## src/verilog/asp_cfg.svh

```systemverilog
`ifndef ASP_CFG_SVH
`define ASP_CFG_SVH

// ****************************************************************
// Register offsets
// ****************************************************************
`define ASP_ADDR_AUX_STATUS    7'h1e
`define ASP_ADDR_GYRO_FIRST    7'h22
`define ASP_ADDR_GYRO_LAST     7'h27
`define ASP_ADDR_FIFO_OUT_LO   7'h3e
`define ASP_ADDR_FIFO_OUT_HI   7'h3f
`define ASP_ADDR_AUX_CONTROL   7'h70

// ****************************************************************
// Field positions
// ****************************************************************
`define ASP_CTRL_SWAP_BIT      7
`define ASP_CTRL_READ_EN_BIT   5
`define ASP_CTRL_HIGH_RATE_BIT 0
`define ASP_STAT_SETTLING_BIT  2
`define ASP_STAT_NEW_BIT       1

// ****************************************************************
// Reset values
// ****************************************************************
`define ASP_RST_BYTE           8'h00

`endif

```

## src/verilog/asp_pkg.sv

```systemverilog
package asp_pkg;

   typedef struct packed {
      logic byte_swap;
      logic read_en;
      logic high_rate_en;
   } asp_ctrl_type;

   typedef struct packed {
      logic       sclk_meta;
      logic       sclk_sync;
      logic       sclk_last;
      logic       cs_meta;
      logic       cs_sync;
      logic       sd_meta;
      logic       sd_sync;
      logic [3:0] cnt;
      logic       rw;
      logic [6:0] addr;
      logic [7:0] rx;
      logic [7:0] tx;
      logic       sdo;
      logic       oe;
      logic [6:0] wr_addr;
      logic [7:0] wr_data;
      logic       wr_pulse;
      logic       rd_pulse;
   } asp_slave_state_type;

   typedef struct packed {
      asp_ctrl_type       ctrl;
      logic               mode_active;
      logic               new_flag;
      logic [5:0][7:0]    gyro;
      logic [127:0][7:0]  regs;
      logic [7:0]         prim_rdata;
      logic               prim_rvalid;
   } asp_top_state_type;

endpackage

```

## src/verilog/asp_aux_spi_ois_gyro_port.sv

```systemverilog
`timescale 1ns/1ps
`default_nettype none
`include "asp_cfg.svh"
module asp_aux_spi_ois_gyro_port
   import asp_pkg::*;
(
   input  wire logic        core_clk,
   input  wire logic        arst_n,
   input  wire logic        prim_req,
   input  wire logic        prim_we,
   input  wire logic [6:0]  prim_addr,
   input  wire logic [7:0]  prim_wdata,
   output logic      [7:0]  prim_rdata,
   output logic             prim_rvalid,
   input  wire logic [47:0] prim_gyro_data,
   input  wire logic [7:0]  prim_status,
   input  wire logic [15:0] fifo_data,
   input  wire logic [47:0] ois_gyro_data,
   input  wire logic        ois_gyro_valid,
   input  wire logic        gyro_settling,
   input  wire logic        aux_serial_clock_pin,
   input  wire logic        aux_cs_n_pin,
   input  wire logic        aux_serial_data_pin_in,
   output logic             aux_serial_data_pin_out,
   output logic             aux_serial_data_pin_oe,
   output logic             aux_mode_active,
   output logic             gyro_new_sample_flag
);

   asp_top_state_type st_ff;
   asp_top_state_type nxt_st;
   logic              settle_meta_ff;
   logic              settle_ff;
   logic [6:0]        aux_addr;
   logic [6:0]        aux_wr_addr;
   logic [7:0]        aux_wr_data;
   logic              aux_wr_pulse;
   logic              aux_rd_pulse;
   logic [7:0]        aux_rd_data;
   logic              capture;
   logic              clear;
   logic [15:0]       word;

   // ****************************************************************
   // Address decoding
   // ****************************************************************
   function automatic logic is_gyro_out(input logic [6:0] a);
      return (a >= `ASP_ADDR_GYRO_FIRST) && (a <= `ASP_ADDR_GYRO_LAST);
   endfunction

   function automatic logic is_fifo_out(input logic [6:0] a);
      return (a == `ASP_ADDR_FIFO_OUT_LO) || (a == `ASP_ADDR_FIFO_OUT_HI);
   endfunction

   function automatic logic [2:0] gyro_index(input logic [6:0] a);
      logic [6:0] d;
      d = 7'(a - `ASP_ADDR_GYRO_FIRST);
      return d[2:0];
   endfunction

   function automatic logic [7:0] ctrl_byte(input asp_ctrl_type c);
      logic [7:0] b;
      b = `ASP_RST_BYTE;
      b[`ASP_CTRL_SWAP_BIT]      = c.byte_swap;
      b[`ASP_CTRL_READ_EN_BIT]   = c.read_en;
      b[`ASP_CTRL_HIGH_RATE_BIT] = c.high_rate_en;
      return b;
   endfunction

   function automatic logic prim_writable(input logic [6:0] a);
      return (a != `ASP_ADDR_AUX_CONTROL) && (a != `ASP_ADDR_AUX_STATUS) &&
             !is_gyro_out(a) && !is_fifo_out(a);
   endfunction

   // ****************************************************************
   // Read paths, one per port, evaluated side by side
   // ****************************************************************
   function automatic logic [7:0] prim_read(input logic [6:0] a);
      logic [7:0] b;
      b = st_ff.regs[a];
      if (a == `ASP_ADDR_AUX_CONTROL)
         b = ctrl_byte(st_ff.ctrl);
      else if (a == `ASP_ADDR_AUX_STATUS)
         b = prim_status;
      else if (is_gyro_out(a))
         b = prim_gyro_data[8*gyro_index(a) +: 8];
      else if (a == `ASP_ADDR_FIFO_OUT_LO)
         b = fifo_data[7:0];
      else if (a == `ASP_ADDR_FIFO_OUT_HI)
         b = fifo_data[15:8];
      return b;
   endfunction

   function automatic logic [7:0] aux_read(input logic [6:0] a);
      logic [7:0] b;
      b = st_ff.regs[a];
      if (a == `ASP_ADDR_AUX_CONTROL)
         b = ctrl_byte(st_ff.ctrl);
      else if (a == `ASP_ADDR_AUX_STATUS)
      begin
         b = `ASP_RST_BYTE;
         b[`ASP_STAT_SETTLING_BIT] = settle_ff;
         b[`ASP_STAT_NEW_BIT]      = st_ff.new_flag;
      end
      else if (is_gyro_out(a))
         b = st_ff.gyro[gyro_index(a)];
      else if (is_fifo_out(a))
         b = `ASP_RST_BYTE;
      return b;
   endfunction

   // Process form so that register contents, not only the address, retrigger it
   always_comb
      aux_rd_data = aux_read(aux_addr);

   // ****************************************************************
   // Aux serial engine
   // ****************************************************************
   asp_aux_spi_slave u_aux_spi_slave (
      .core_clk (core_clk),
      .arst_n   (arst_n),
      .sclk_pin (aux_serial_clock_pin),
      .cs_n_pin (aux_cs_n_pin),
      .sdio_in  (aux_serial_data_pin_in),
      .read_en  (st_ff.ctrl.read_en),
      .rd_data  (aux_rd_data),
      .sdio_out (aux_serial_data_pin_out),
      .sdio_oe  (aux_serial_data_pin_oe),
      .addr     (aux_addr),
      .wr_addr  (aux_wr_addr),
      .wr_data  (aux_wr_data),
      .wr_pulse (aux_wr_pulse),
      .rd_pulse (aux_rd_pulse)
   );

   // ****************************************************************
   // Settling level from the gyro chain's own domain
   // ****************************************************************
   always_ff @(posedge core_clk or negedge arst_n)
   begin
      if (!arst_n)
      begin
         settle_meta_ff <= 1'b0;
         settle_ff      <= 1'b0;
      end
      else
      begin
         settle_meta_ff <= gyro_settling;
         settle_ff      <= settle_meta_ff;
      end
   end

   // ****************************************************************
   // Register file and aux gyro chain
   // ****************************************************************
   always_comb
   begin
      nxt_st             = st_ff;
      word               = 16'h0000;
      nxt_st.prim_rvalid = prim_req & ~prim_we;
      if (prim_req && !prim_we)
         nxt_st.prim_rdata = prim_read(prim_addr);
      if (prim_req && prim_we && prim_writable(prim_addr))
         nxt_st.regs[prim_addr] = prim_wdata;
      if (aux_wr_pulse && (aux_wr_addr == `ASP_ADDR_AUX_CONTROL))
      begin
         nxt_st.ctrl.byte_swap    = aux_wr_data[`ASP_CTRL_SWAP_BIT];
         nxt_st.ctrl.read_en      = aux_wr_data[`ASP_CTRL_READ_EN_BIT];
         nxt_st.ctrl.high_rate_en = aux_wr_data[`ASP_CTRL_HIGH_RATE_BIT];
      end
      nxt_st.mode_active = nxt_st.ctrl.read_en & nxt_st.ctrl.high_rate_en;
      capture = st_ff.mode_active & ois_gyro_valid;
      if (capture)
      begin
         for (int i = 0; i < 3; i++)
         begin
            word = ois_gyro_data[16*i +: 16];
            if (st_ff.ctrl.byte_swap)
            begin
               nxt_st.gyro[2*i]   = word[15:8];
               nxt_st.gyro[2*i+1] = word[7:0];
            end
            else
            begin
               nxt_st.gyro[2*i]   = word[7:0];
               nxt_st.gyro[2*i+1] = word[15:8];
            end
         end
      end
      // Odd offsets are the high parts while byte_swap is clear, the low parts while it is set
      clear = aux_rd_pulse & is_gyro_out(aux_addr) & aux_addr[0];
      nxt_st.new_flag = capture | (st_ff.new_flag & ~clear);
   end

   always_ff @(posedge core_clk or negedge arst_n)
   begin
      if (!arst_n)
         st_ff <= '0;
      else
         st_ff <= nxt_st;
   end

   assign prim_rdata           = st_ff.prim_rdata;
   assign prim_rvalid          = st_ff.prim_rvalid;
   assign aux_mode_active      = st_ff.mode_active;
   assign gyro_new_sample_flag = st_ff.new_flag;

   // ****************************************************************
   // Checks
   // ****************************************************************
   property p_mode_on;
      @(posedge core_clk) disable iff (!arst_n)
      aux_mode_active == (st_ff.ctrl.read_en && st_ff.ctrl.high_rate_en);
   endproperty
   a_mode_on: assert property (p_mode_on)
      else $error("aux mode not tied to both enable bits");

   property p_prim_ctrl_ro;
      @(posedge core_clk) disable iff (!arst_n)
      (prim_req && prim_we && prim_addr == `ASP_ADDR_AUX_CONTROL && !aux_wr_pulse)
         |=> $stable(st_ff.ctrl);
   endproperty
   a_prim_ctrl_ro: assert property (p_prim_ctrl_ro)
      else $error("primary write changed aux control");

   property p_aux_wr_ignored;
      @(posedge core_clk) disable iff (!arst_n)
      (aux_wr_pulse && !prim_req) |=> $stable(st_ff.regs);
   endproperty
   a_aux_wr_ignored: assert property (p_aux_wr_ignored)
      else $error("aux write altered a shared register");

   property p_flag_set;
      @(posedge core_clk) disable iff (!arst_n)
      (aux_mode_active && ois_gyro_valid) |=> gyro_new_sample_flag;
   endproperty
   a_flag_set: assert property (p_flag_set)
      else $error("new sample flag not set");

   property p_flag_clear;
      @(posedge core_clk) disable iff (!arst_n)
      (aux_rd_pulse && is_gyro_out(aux_addr) && aux_addr[0] && !ois_gyro_valid)
         |=> !gyro_new_sample_flag;
   endproperty
   a_flag_clear: assert property (p_flag_clear)
      else $error("new sample flag not cleared on high byte read");

   property p_swap;
      @(posedge core_clk) disable iff (!arst_n)
      (aux_mode_active && ois_gyro_valid && st_ff.ctrl.byte_swap)
         |=> (st_ff.gyro[0] == $past(ois_gyro_data[15:8]));
   endproperty
   a_swap: assert property (p_swap)
      else $error("aux gyro bytes not swapped");

   property p_fifo_hidden;
      @(posedge core_clk) disable iff (!arst_n)
      is_fifo_out(aux_addr) |-> (aux_rd_data == `ASP_RST_BYTE);
   endproperty
   a_fifo_hidden: assert property (p_fifo_hidden)
      else $error("fifo data visible on aux port");

   property p_prim_gyro;
      @(posedge core_clk) disable iff (!arst_n)
      (prim_req && !prim_we && prim_addr == `ASP_ADDR_GYRO_FIRST)
         |=> prim_rvalid && (prim_rdata == $past(prim_gyro_data[7:0]));
   endproperty
   a_prim_gyro: assert property (p_prim_gyro)
      else $error("primary gyro read wrong");

   property p_aux_status;
      @(posedge core_clk) disable iff (!arst_n)
      (aux_addr == `ASP_ADDR_AUX_STATUS) |->
         (aux_rd_data == {5'h00, settle_ff, st_ff.new_flag, 1'b0});
   endproperty
   a_aux_status: assert property (p_aux_status)
      else $error("aux status byte wrong");

   c_mode: cover property (@(posedge core_clk) disable iff (!arst_n) $rose(aux_mode_active));
   c_sample: cover property (@(posedge core_clk) disable iff (!arst_n)
      gyro_new_sample_flag ##1 !gyro_new_sample_flag);
   c_both: cover property (@(posedge core_clk) disable iff (!arst_n) prim_rvalid && aux_rd_pulse);

endmodule // asp_aux_spi_ois_gyro_port
`default_nettype wire

```

## src/verilog/asp_aux_spi_slave.sv

```systemverilog
`timescale 1ns/1ps
`default_nettype none
module asp_aux_spi_slave
   import asp_pkg::*;
(
   input  wire logic       core_clk,
   input  wire logic       arst_n,
   input  wire logic       sclk_pin,
   input  wire logic       cs_n_pin,
   input  wire logic       sdio_in,
   input  wire logic       read_en,
   input  wire logic [7:0] rd_data,
   output logic            sdio_out,
   output logic            sdio_oe,
   output logic [6:0]      addr,
   output logic [6:0]      wr_addr,
   output logic [7:0]      wr_data,
   output logic            wr_pulse,
   output logic            rd_pulse
);

   asp_slave_state_type st_ff;
   asp_slave_state_type nxt_st;
   logic                rise;
   logic                fall;
   logic [7:0]          rx_shift;

   // ****************************************************************
   // Serial engine: mode 3, header of rw bit and 7 address bits
   // ****************************************************************
   always_comb
   begin
      nxt_st           = st_ff;
      nxt_st.wr_pulse  = 1'b0;
      nxt_st.rd_pulse  = 1'b0;
      nxt_st.sclk_meta = sclk_pin;
      nxt_st.sclk_sync = st_ff.sclk_meta;
      nxt_st.sclk_last = st_ff.sclk_sync;
      nxt_st.cs_meta   = cs_n_pin;
      nxt_st.cs_sync   = st_ff.cs_meta;
      nxt_st.sd_meta   = sdio_in;
      nxt_st.sd_sync   = st_ff.sd_meta;
      rise     = st_ff.sclk_sync & ~st_ff.sclk_last;
      fall     = ~st_ff.sclk_sync & st_ff.sclk_last;
      rx_shift = {st_ff.rx[6:0], st_ff.sd_sync};
      if (st_ff.cs_sync)
      begin
         nxt_st.cnt = 4'h0;
         nxt_st.rw  = 1'b0;
         nxt_st.oe  = 1'b0;
      end
      else if (rise)
      begin
         nxt_st.rx = rx_shift;
         if (st_ff.cnt == 4'h7)
         begin
            nxt_st.rw   = rx_shift[7];
            nxt_st.addr = rx_shift[6:0];
            nxt_st.cnt  = 4'h8;
         end
         else if (st_ff.cnt == 4'hf)
         begin
            // Byte done; auto-increment for multi-byte frames
            nxt_st.wr_pulse = ~st_ff.rw;
            nxt_st.wr_addr  = st_ff.addr;
            nxt_st.wr_data  = rx_shift;
            nxt_st.addr     = 7'(st_ff.addr + 7'h01);
            nxt_st.cnt      = 4'h8;
         end
         else
         begin
            nxt_st.cnt = 4'(st_ff.cnt + 4'h1);
         end
      end
      else if (fall && st_ff.cnt[3] && st_ff.rw)
      begin
         if (st_ff.cnt == 4'h8)
         begin
            nxt_st.tx       = rd_data;
            nxt_st.sdo      = rd_data[7];
            nxt_st.rd_pulse = 1'b1;
         end
         else
         begin
            nxt_st.tx  = {st_ff.tx[6:0], 1'b0};
            nxt_st.sdo = st_ff.tx[6];
         end
         // No drive unless three-wire read is on
         nxt_st.oe = read_en;
      end
   end

   always_ff @(posedge core_clk or negedge arst_n)
   begin
      if (!arst_n)
      begin
         st_ff           <= '0;
         st_ff.sclk_meta <= 1'b1;
         st_ff.sclk_sync <= 1'b1;
         st_ff.sclk_last <= 1'b1;
         st_ff.cs_meta   <= 1'b1;
         st_ff.cs_sync   <= 1'b1;
      end
      else
      begin
         st_ff <= nxt_st;
      end
   end

   assign sdio_out = st_ff.sdo;
   assign sdio_oe  = st_ff.oe;
   assign addr     = st_ff.addr;
   assign wr_addr  = st_ff.wr_addr;
   assign wr_data  = st_ff.wr_data;
   assign wr_pulse = st_ff.wr_pulse;
   assign rd_pulse = st_ff.rd_pulse;

   // ****************************************************************
   // Checks
   // ****************************************************************
   property p_oe_in_frame;
      @(posedge core_clk) disable iff (!arst_n)
      st_ff.cs_sync |=> !sdio_oe;
   endproperty
   a_oe_in_frame: assert property (p_oe_in_frame)
      else $error("aux data driven outside frame");

   property p_addr_inc;
      @(posedge core_clk) disable iff (!arst_n)
      wr_pulse |-> (addr == 7'(wr_addr + 7'h01));
   endproperty
   a_addr_inc: assert property (p_addr_inc)
      else $error("aux address did not advance");

   c_read_byte: cover property (@(posedge core_clk) disable iff (!arst_n) rd_pulse);

endmodule // asp_aux_spi_slave
`default_nettype wire

```

## config.mk

```make
export PLATFORM = sky130hd
export DESIGN_NAME = asp_aux_spi_ois_gyro_port
export DESIGN_NICKNAME = d
export VERILOG_FILES = /design/src/verilog/asp_pkg.sv /design/src/verilog/asp_aux_spi_ois_gyro_port.sv /design/src/verilog/asp_aux_spi_slave.sv
export VERILOG_INCLUDE_DIRS = /design/src /design/src/verilog
export SDC_FILE = /design/constraint.sdc
export NUM_CORES = 2
export LEC_CHECK = 0
export BUFFER_PORTS_ARGS = -buffer_cell sky130_fd_sc_hd__clkbuf_2
export CAP_MARGIN = 10
export CELL_PAD_IN_SITES_DETAIL_PLACEMENT = 0
export CELL_PAD_IN_SITES_GLOBAL_PLACEMENT = 1
export CORE_ASPECT_RATIO = 0.75
export CORE_MARGIN = 5
export CORE_UTILIZATION = 50
export CTS_BUF_LIST = sky130_fd_sc_hd__clkbuf_2
export DETAILED_ROUTE_END_ITERATION = 8
export HOLD_SLACK_MARGIN = 0.02
export PLACE_DENSITY = 0.78
export REMOVE_ABC_BUFFERS = 1
export SYNTH_ARGS = -nofsm -noshare
export SYNTH_HDL_FRONTEND = slang
export SYNTH_SLANG_ARGS = --single-unit
```

## constraint.sdc

```tcl
create_clock -name core_clk -period 4.3 [get_ports core_clk]
set_input_delay 0 -clock core_clk [delete_from_list [all_inputs] [get_ports core_clk]]
set_output_delay 0 -clock core_clk [all_outputs]
set_load 0.01 [all_outputs]
```

==> Yosys cells after proc, flatten, opt, wreduce, memory -nomap -nowiden <==
Cells that the tools add are included.
W data, S select, Z words.
{ "word_totals": {"elab_cells": 273, "in_bits": 144, "output_inout_bits": 13, "register_bits": 1141} }
{ "op_classes": {"n_reduce_logical": 27, "addsub": 4, "n_eq_ne": 15, "n_bitwise": 17, "muxes": 40, "shifts": 1, "magnitude_cmp": 8} }
{ "op_table": {"columns": ["operator", "n"], "rows": [
  ["$bwmux W1024", 1],
  ["$bmux W8 S7", 2],
  ["$mux W8", 14],
  ["$demux W8 S7", 1],
  ["$mux W16", 3],
  ["$shiftx A48 B7 Y8", 1],
  ["$eq A7 B6 Y1 const B", 4],
  ["$bmux W8 S3", 1],
  ["$eq A7 B7 Y1 const B", 3],
  ["$mux W20", 1],
  ["$lt A7 B8 Y1 const B", 2],
  ["$eq A7 B5 Y1 const B", 2],
  ["$ge A7 B6 Y1 const B", 2],
  ["$le A7 B6 Y1 const B", 2],
  ["$mux W7", 2],
  ["$logic_and A1 B1 Y1", 12],
  ["$mux W1", 10],
  ["$and A1 B1 Y1", 8],
  ["$eq A4 B4 Y1 const B", 2],
  ["$mux W4", 2],
  ["$not A1 Y1", 8],
  ["$reduce_bool A2 Y1", 4],
  ["$add A7 B1 Y7 const B", 1],
  ["$ge A7 B1 Y1 const B", 1],
  ["15 further kinds", 23]
]} }

==> Longest topological paths before layout <==
{ "logic_depth": {"ltp_word": 7, "ltp_mapped": 16, "mapped_depth_nobuf": 8} }

==> Modules after synthesis <==
A second synthesis with hierarchy kept.
{ "hier_totals": {"cells_unflattened": 4207, "area_unflattened_um2": 63520.9} }
{ "by_module_without_submodules": {"columns": ["module", "area_per_inst_um2", "seq_area_each_um2", "cells_each", "n_inst"], "rows": [
  ["asp_aux_spi_ois_gyro_port", 61119.9, 27226.1, 4007, 1],
  ["asp_aux_spi_slave", 2401.1, 1307.5, 200, 1]
]} }

==> Least setup slack after synthesis <==
No wires, ideal clock.
{ "synth_timing": {"kind": "register -> register", "start": "register u_aux_spi_slave.st_ff (netlist bit u_aux_spi_slave.addr[1])", "end": "register u_aux_spi_slave.st_ff (netlist bit u_aux_spi_slave.sdio_out)", "setup_slack_ns": 0.999, "period_less_slack_ns": 3.301, "required_time_ns": 4.179, "setup_ns": 0.121, "arrival_ns": 3.180, "path_stages_with_launch": 17, "n_path_buf": 8, "path_cell_list": "dfrtp_1 buf_2 buf_4 buf_4 buf_2 buf_2 buf_2 inv_1 ha_1 clkbuf_1 nand2b_1 clkbuf_1 o2bb2ai_1 nand3_1 a31oi_1 a311o_1 o22a_1"} }
{ "synth_via": {"elab_chain_cells": 7, "word_cells_on_any_way": 18, "classes_between": "add/sub (1); order compare (2); eq/ne (4); mux (9); reduce/logical (2)"} }
{ "synth_rtl": {"columns": ["item", "line_no", "text"], "rows": [
  ["start: declaration", "asp_aux_spi_slave.sv:22", "asp_slave_state_type st_ff;"],
  ["start signal: assignment", "asp_aux_spi_slave.sv:106", "st_ff <= nxt_st;"],
  ["$bmux W8 S7, or another cell as far along", "asp_aux_spi_ois_gyro_port.sv:96", "b = st_ff.regs[a];"],
  ["$mux W8 (not written as such), or another cell as far along", "asp_aux_spi_ois_gyro_port.sv:96", null],
  ["$mux W8 (on tied branches)", "asp_aux_spi_ois_gyro_port.sv:107, asp_aux_spi_ois_gyro_port.sv:106", null],
  ["$mux W8", "asp_aux_spi_ois_gyro_port.sv:105", "else if (is_gyro_out(a))"],
  ["$mux W8", "asp_aux_spi_ois_gyro_port.sv:99", "else if (a == `ASP_ADDR_AUX_STATUS)"],
  ["$mux W8 (*)", "asp_aux_spi_ois_gyro_port.sv:97", "if (a == `ASP_ADDR_AUX_CONTROL)"],
  ["$mux W8 (*)", "asp_aux_spi_slave.sv:77", "if (st_ff.cnt == 4'h8)"]
]} }
Every way passes the cells marked *; elsewhere a longest branch is shown, timed or not. The select of a mux whose other input is x is not followed.
A chain may end at the register's enable or synchronous reset.

==> Final worst setup path <==
{ "layout_timing": {"start": "input port prim_addr[4]", "end": "register st_ff (netlist bit prim_rdata[2])"} }
{ "layout_via": {"elab_chain_cells": 7, "word_cells_on_any_way": 14, "classes_between": "order compare (2); eq/ne (4); mux (7); reduce/logical (1)"} }
{ "layout_rtl": {"columns": ["item", "line_no", "text"], "rows": [
  ["start: declaration", "asp_aux_spi_ois_gyro_port.sv:11", "input wire logic [6:0] prim_addr,"],
  ["$bmux W8 S7", "asp_aux_spi_ois_gyro_port.sv:80", "b = st_ff.regs[a];"],
  ["$mux W8 (not written as such)", "asp_aux_spi_ois_gyro_port.sv:80", null],
  ["$mux W8", "asp_aux_spi_ois_gyro_port.sv:89", "else if (a == `ASP_ADDR_FIFO_OUT_HI)"],
  ["$mux W8", "asp_aux_spi_ois_gyro_port.sv:87", "else if (a == `ASP_ADDR_FIFO_OUT_LO)"],
  ["$mux W8", "asp_aux_spi_ois_gyro_port.sv:85", "else if (is_gyro_out(a))"],
  ["$mux W8", "asp_aux_spi_ois_gyro_port.sv:83", "else if (a == `ASP_ADDR_AUX_STATUS)"],
  ["$mux W8 (*)", "asp_aux_spi_ois_gyro_port.sv:81", "if (a == `ASP_ADDR_AUX_CONTROL)"],
  ["end signal: assignment", "asp_aux_spi_ois_gyro_port.sv:200", "st_ff <= nxt_st;"],
  ["end: declaration", "asp_aux_spi_ois_gyro_port.sv:30", "asp_top_state_type st_ff;"]
]} }
Marks and branches as above.

==> run summary <==
async set-reset flop share out of synthesis = 1.00
# IOs = 157
Hold WS = 96.8 ps
CTS tree = yes
Crit Reg-Reg Endpoint = prim_rdata[2]
row count = 112
Multi-input gate area = 32200 um^2
fin nets = 4819
synthesized area = 62400 um^2
H-tree depth = 5
EDFF count, synth = 0
largest net degree at the start of global routing = 135
CP delay by family, top = buffers and inverters
DR vias/cell = 6.60
reg2reg setup slack = 210 ps
chip height = 316 um
crit path capture type = register
Clock Latency Late Sink = 1740 ps
Syn. warnings = 0
Setup crit start = prim_addr[4]
DIE AREA = 132000 um^2
GRT Overall Usage = 0.308
global-route wire length before repair = 301 mm
first-pass detailed-route iteration total = 6
reg2reg start = st_ff[963]
Reg area = 28400 um^2
Antenna Violating Nets Remaining = 0
Yosys cell types = 83
clk slew on worst S/H paths = 110 ps
Layout Utilization = 0.570
RSZ-0062 raised after global routing = false
min Tclk post-route = 4110 ps
cell repeated most along the worst path = dlygate4sd3_1
vias in the first global route = 44500
WP data arrival = 5700 ps
Min-Delay Path Class = primary input to register
R2R cell count = 9
Avg WL per Cell = 31.1 um
WL final = 202 mm
worst path required time = 5880 ps
Static Leak = 32.3 nW
Filler Cell Count = 9987
PD cells = 302 nW/um^2
period utilization = 0.956
max_cap viols = 0
top_reg_cell synth = dfrtp_1
status = finished, final reports clean
antenna violations before repair = 13
final RePlAce weighted congestion = 1.00
Setup violations, final = 0
CTS Buf Count = 300
Worst setup endpoint = prim_rdata[2]
Cells after Synth = 4104
Core Box Area = 124000 um^2
Crit path depth = 13
DRC Markers = 0
Pwr Total = 0.0214 W
VDD IR max = 0.280 mV
Post-DP HPWL = 130 mm
CP Class = primary input to register
post-CTS sizing = 0
endpoints failing hold = 0
skew final = 150 ps
Die X-Extent = 418 um
FMAX = 0.243 GHz
drt initial violations = 4448
Max-Slew Margin vs Limit = 0.161
sequential area share after synthesis = 0.455
Worst Tran Pin Value = 1230 ps
P&R area growth vs syn = 13.4%
largest stage delay on the critical path = 970 ps
via count = 42900
Clock Sinks = 1135
layout cells sized above 1 = 0.521
Setup crit start kind = primary input
Slew Viols, Final = 0
Starting Density = 0.503
grt total ovfl = 0
Root Driver = clkbuf_2
Yosys reg bits = 1135
I/O Buffers = 156
CP max-delay cell = nor2_1
Mapped Avg Cell Area = 15.2 um^2
CP Cell Sequence = dlygate4sd3_1 -> clkbuf_2 -> dlygate4sd3_1 -> buf_4 -> nand2b_1 -> nor2_1 -> a22oi_1 -> and4_1 -> o221ai_1 -> o2bb2ai_1 -> dlygate4sd3_1 -> dlygate4sd3_1 -> dlygate4sd3_1
largest fanout on the critical path = 22
crit path buf inv count = 7
clock tree buffer depth = 4
==> sequential cells by signal, indices dropped and copies added, names as in the netlist <==
signal,flops
st_ff,1075
u_aux_spi_slave.st_ff,14
prim_rdata,8
u_aux_spi_slave.rx_shift,8
u_aux_spi_slave.addr,7
u_aux_spi_slave.wr_addr,7
u_aux_spi_slave.nxt_st,4
u_aux_spi_slave.wr_data,3
aux_mode_active,1
gyro_new_sample_flag,1
prim_rvalid,1
settle_ff,1
settle_meta_ff,1
u_aux_spi_slave.rd_pulse,1
u_aux_spi_slave.sdio_oe,1
u_aux_spi_slave.sdio_out,1
u_aux_spi_slave.wr_pulse,1
==> how the worst min path moves through the flow <==
stage / cells after the start / slack [ps] / startpoint / end
floorplan: 0 / -300 / arst_n / aux_mode_active
global placement: 1 / 90 / aux_serial_clock_pin / u_aux_spi_slave.nxt_st[52]
detailed placement: 1 / 90 / arst_n / st_ff[12]
CTS: 7 / 30 / prim_addr[6] / st_ff[730]
global route: 5 / 30 / prim_addr[6] / st_ff[921]
finish: 5 / 100 / prim_addr[6] / st_ff[921]
==> where the power goes <==
group          internal (W)  leakage [nW]  switching (W)
combinational       0.00128          14.8        0.00138
clock               0.00264          1.84        0.00455
sequential           0.0112          15.6       0.000389
==> cells in the mapped netlist (all sizes together), types with 17 or more instances <==
library cell,instances,area (um^2)
nor3,17,85.1
buf,183,1130
a22oi,20,150
nand3,149,1700
a21oi,103,527
dfrtp,1130,28300
o21ai,54,270
mux2,1066,12000
o22ai,18,113
o221ai,22,193
nand2,108,405
clkbuf,184,691
nor2,107,407
inv,17,63.8
mux4,589,13300
mux2i,148,1480
==> worst min-delay path, cell delays in order <==
cell	delay, ps
dlygate4sd3_1	590
clkbuf_2	240
and4b_1	440
nand3_2	220
mux2_2	160
==> repair_timing <==
action,CTS,global route
setup buffers,0,0
hold buffers,341,1
endpoints found under the setup margin,0,52
hold endpoints to repair,2221,2
==> cell families after synthesis <==
kind of cell | share of synthesized area
mux | 0.429
flops | 0.455
simple gates | 0.0501
buf+inv | 0.0303
compound gates | 0.0324
fa+ha+maj | 0.00261
xor+xnor | 0.000140
==> metrics by stage <==
step / setup TNS (ps) / area (um^2) / std cells / setup slack (ps)
global placement: 0 / 64900 / 5671 / 887
finish: 0 / 70800 / 6492 / 187
CTS: 0 / 70700 / 6478 / 50.7
global route: 0 / 70800 / 6484 / 123
detailed placement: 0 / 64900 / 5671 / 833
floorplan: -9515040 / 60600 / 3737 / -14720
==> metal layers <==
metal | GRT usage | vias up | share of wire
met4 | 0.130 | 4 | 0.043
li1 | - | 17300 | -
met2 | 0.443 | 2139 | 0.44
met1 | 0.436 | 22900 | 0.42
met3 | 0.0977 | 496 | 0.099
met5 | 0 | - | 0.00012
==> cell usage in the layout, fill, tap and decap left out, drive strengths merged, types with 20 or more instances in the layout <==
master	n
mux4	589
a22oi	20
dlygate4sd3	334
inv	22
nand3	149
nand2	108
mux2i	148
buf	145
nor2	107
dfrtp	1130
clkinv	51
a21oi	103
clkbuf	554
mux2	1066
o21ai	54
o221ai	22
==> area by class of cell <==
class                   count  share of cell area
well taps                1653              0.0292
multi-input cells        2583               0.454
repair buffers            623              0.0806
inverters                  19             0.00108
clock inverters            56             0.00378
diodes                     13            0.000460
flip-flops and latches   1135               0.402
clock buffers             410              0.0290
No activity file was read; power rests on OpenSTA's default activity.
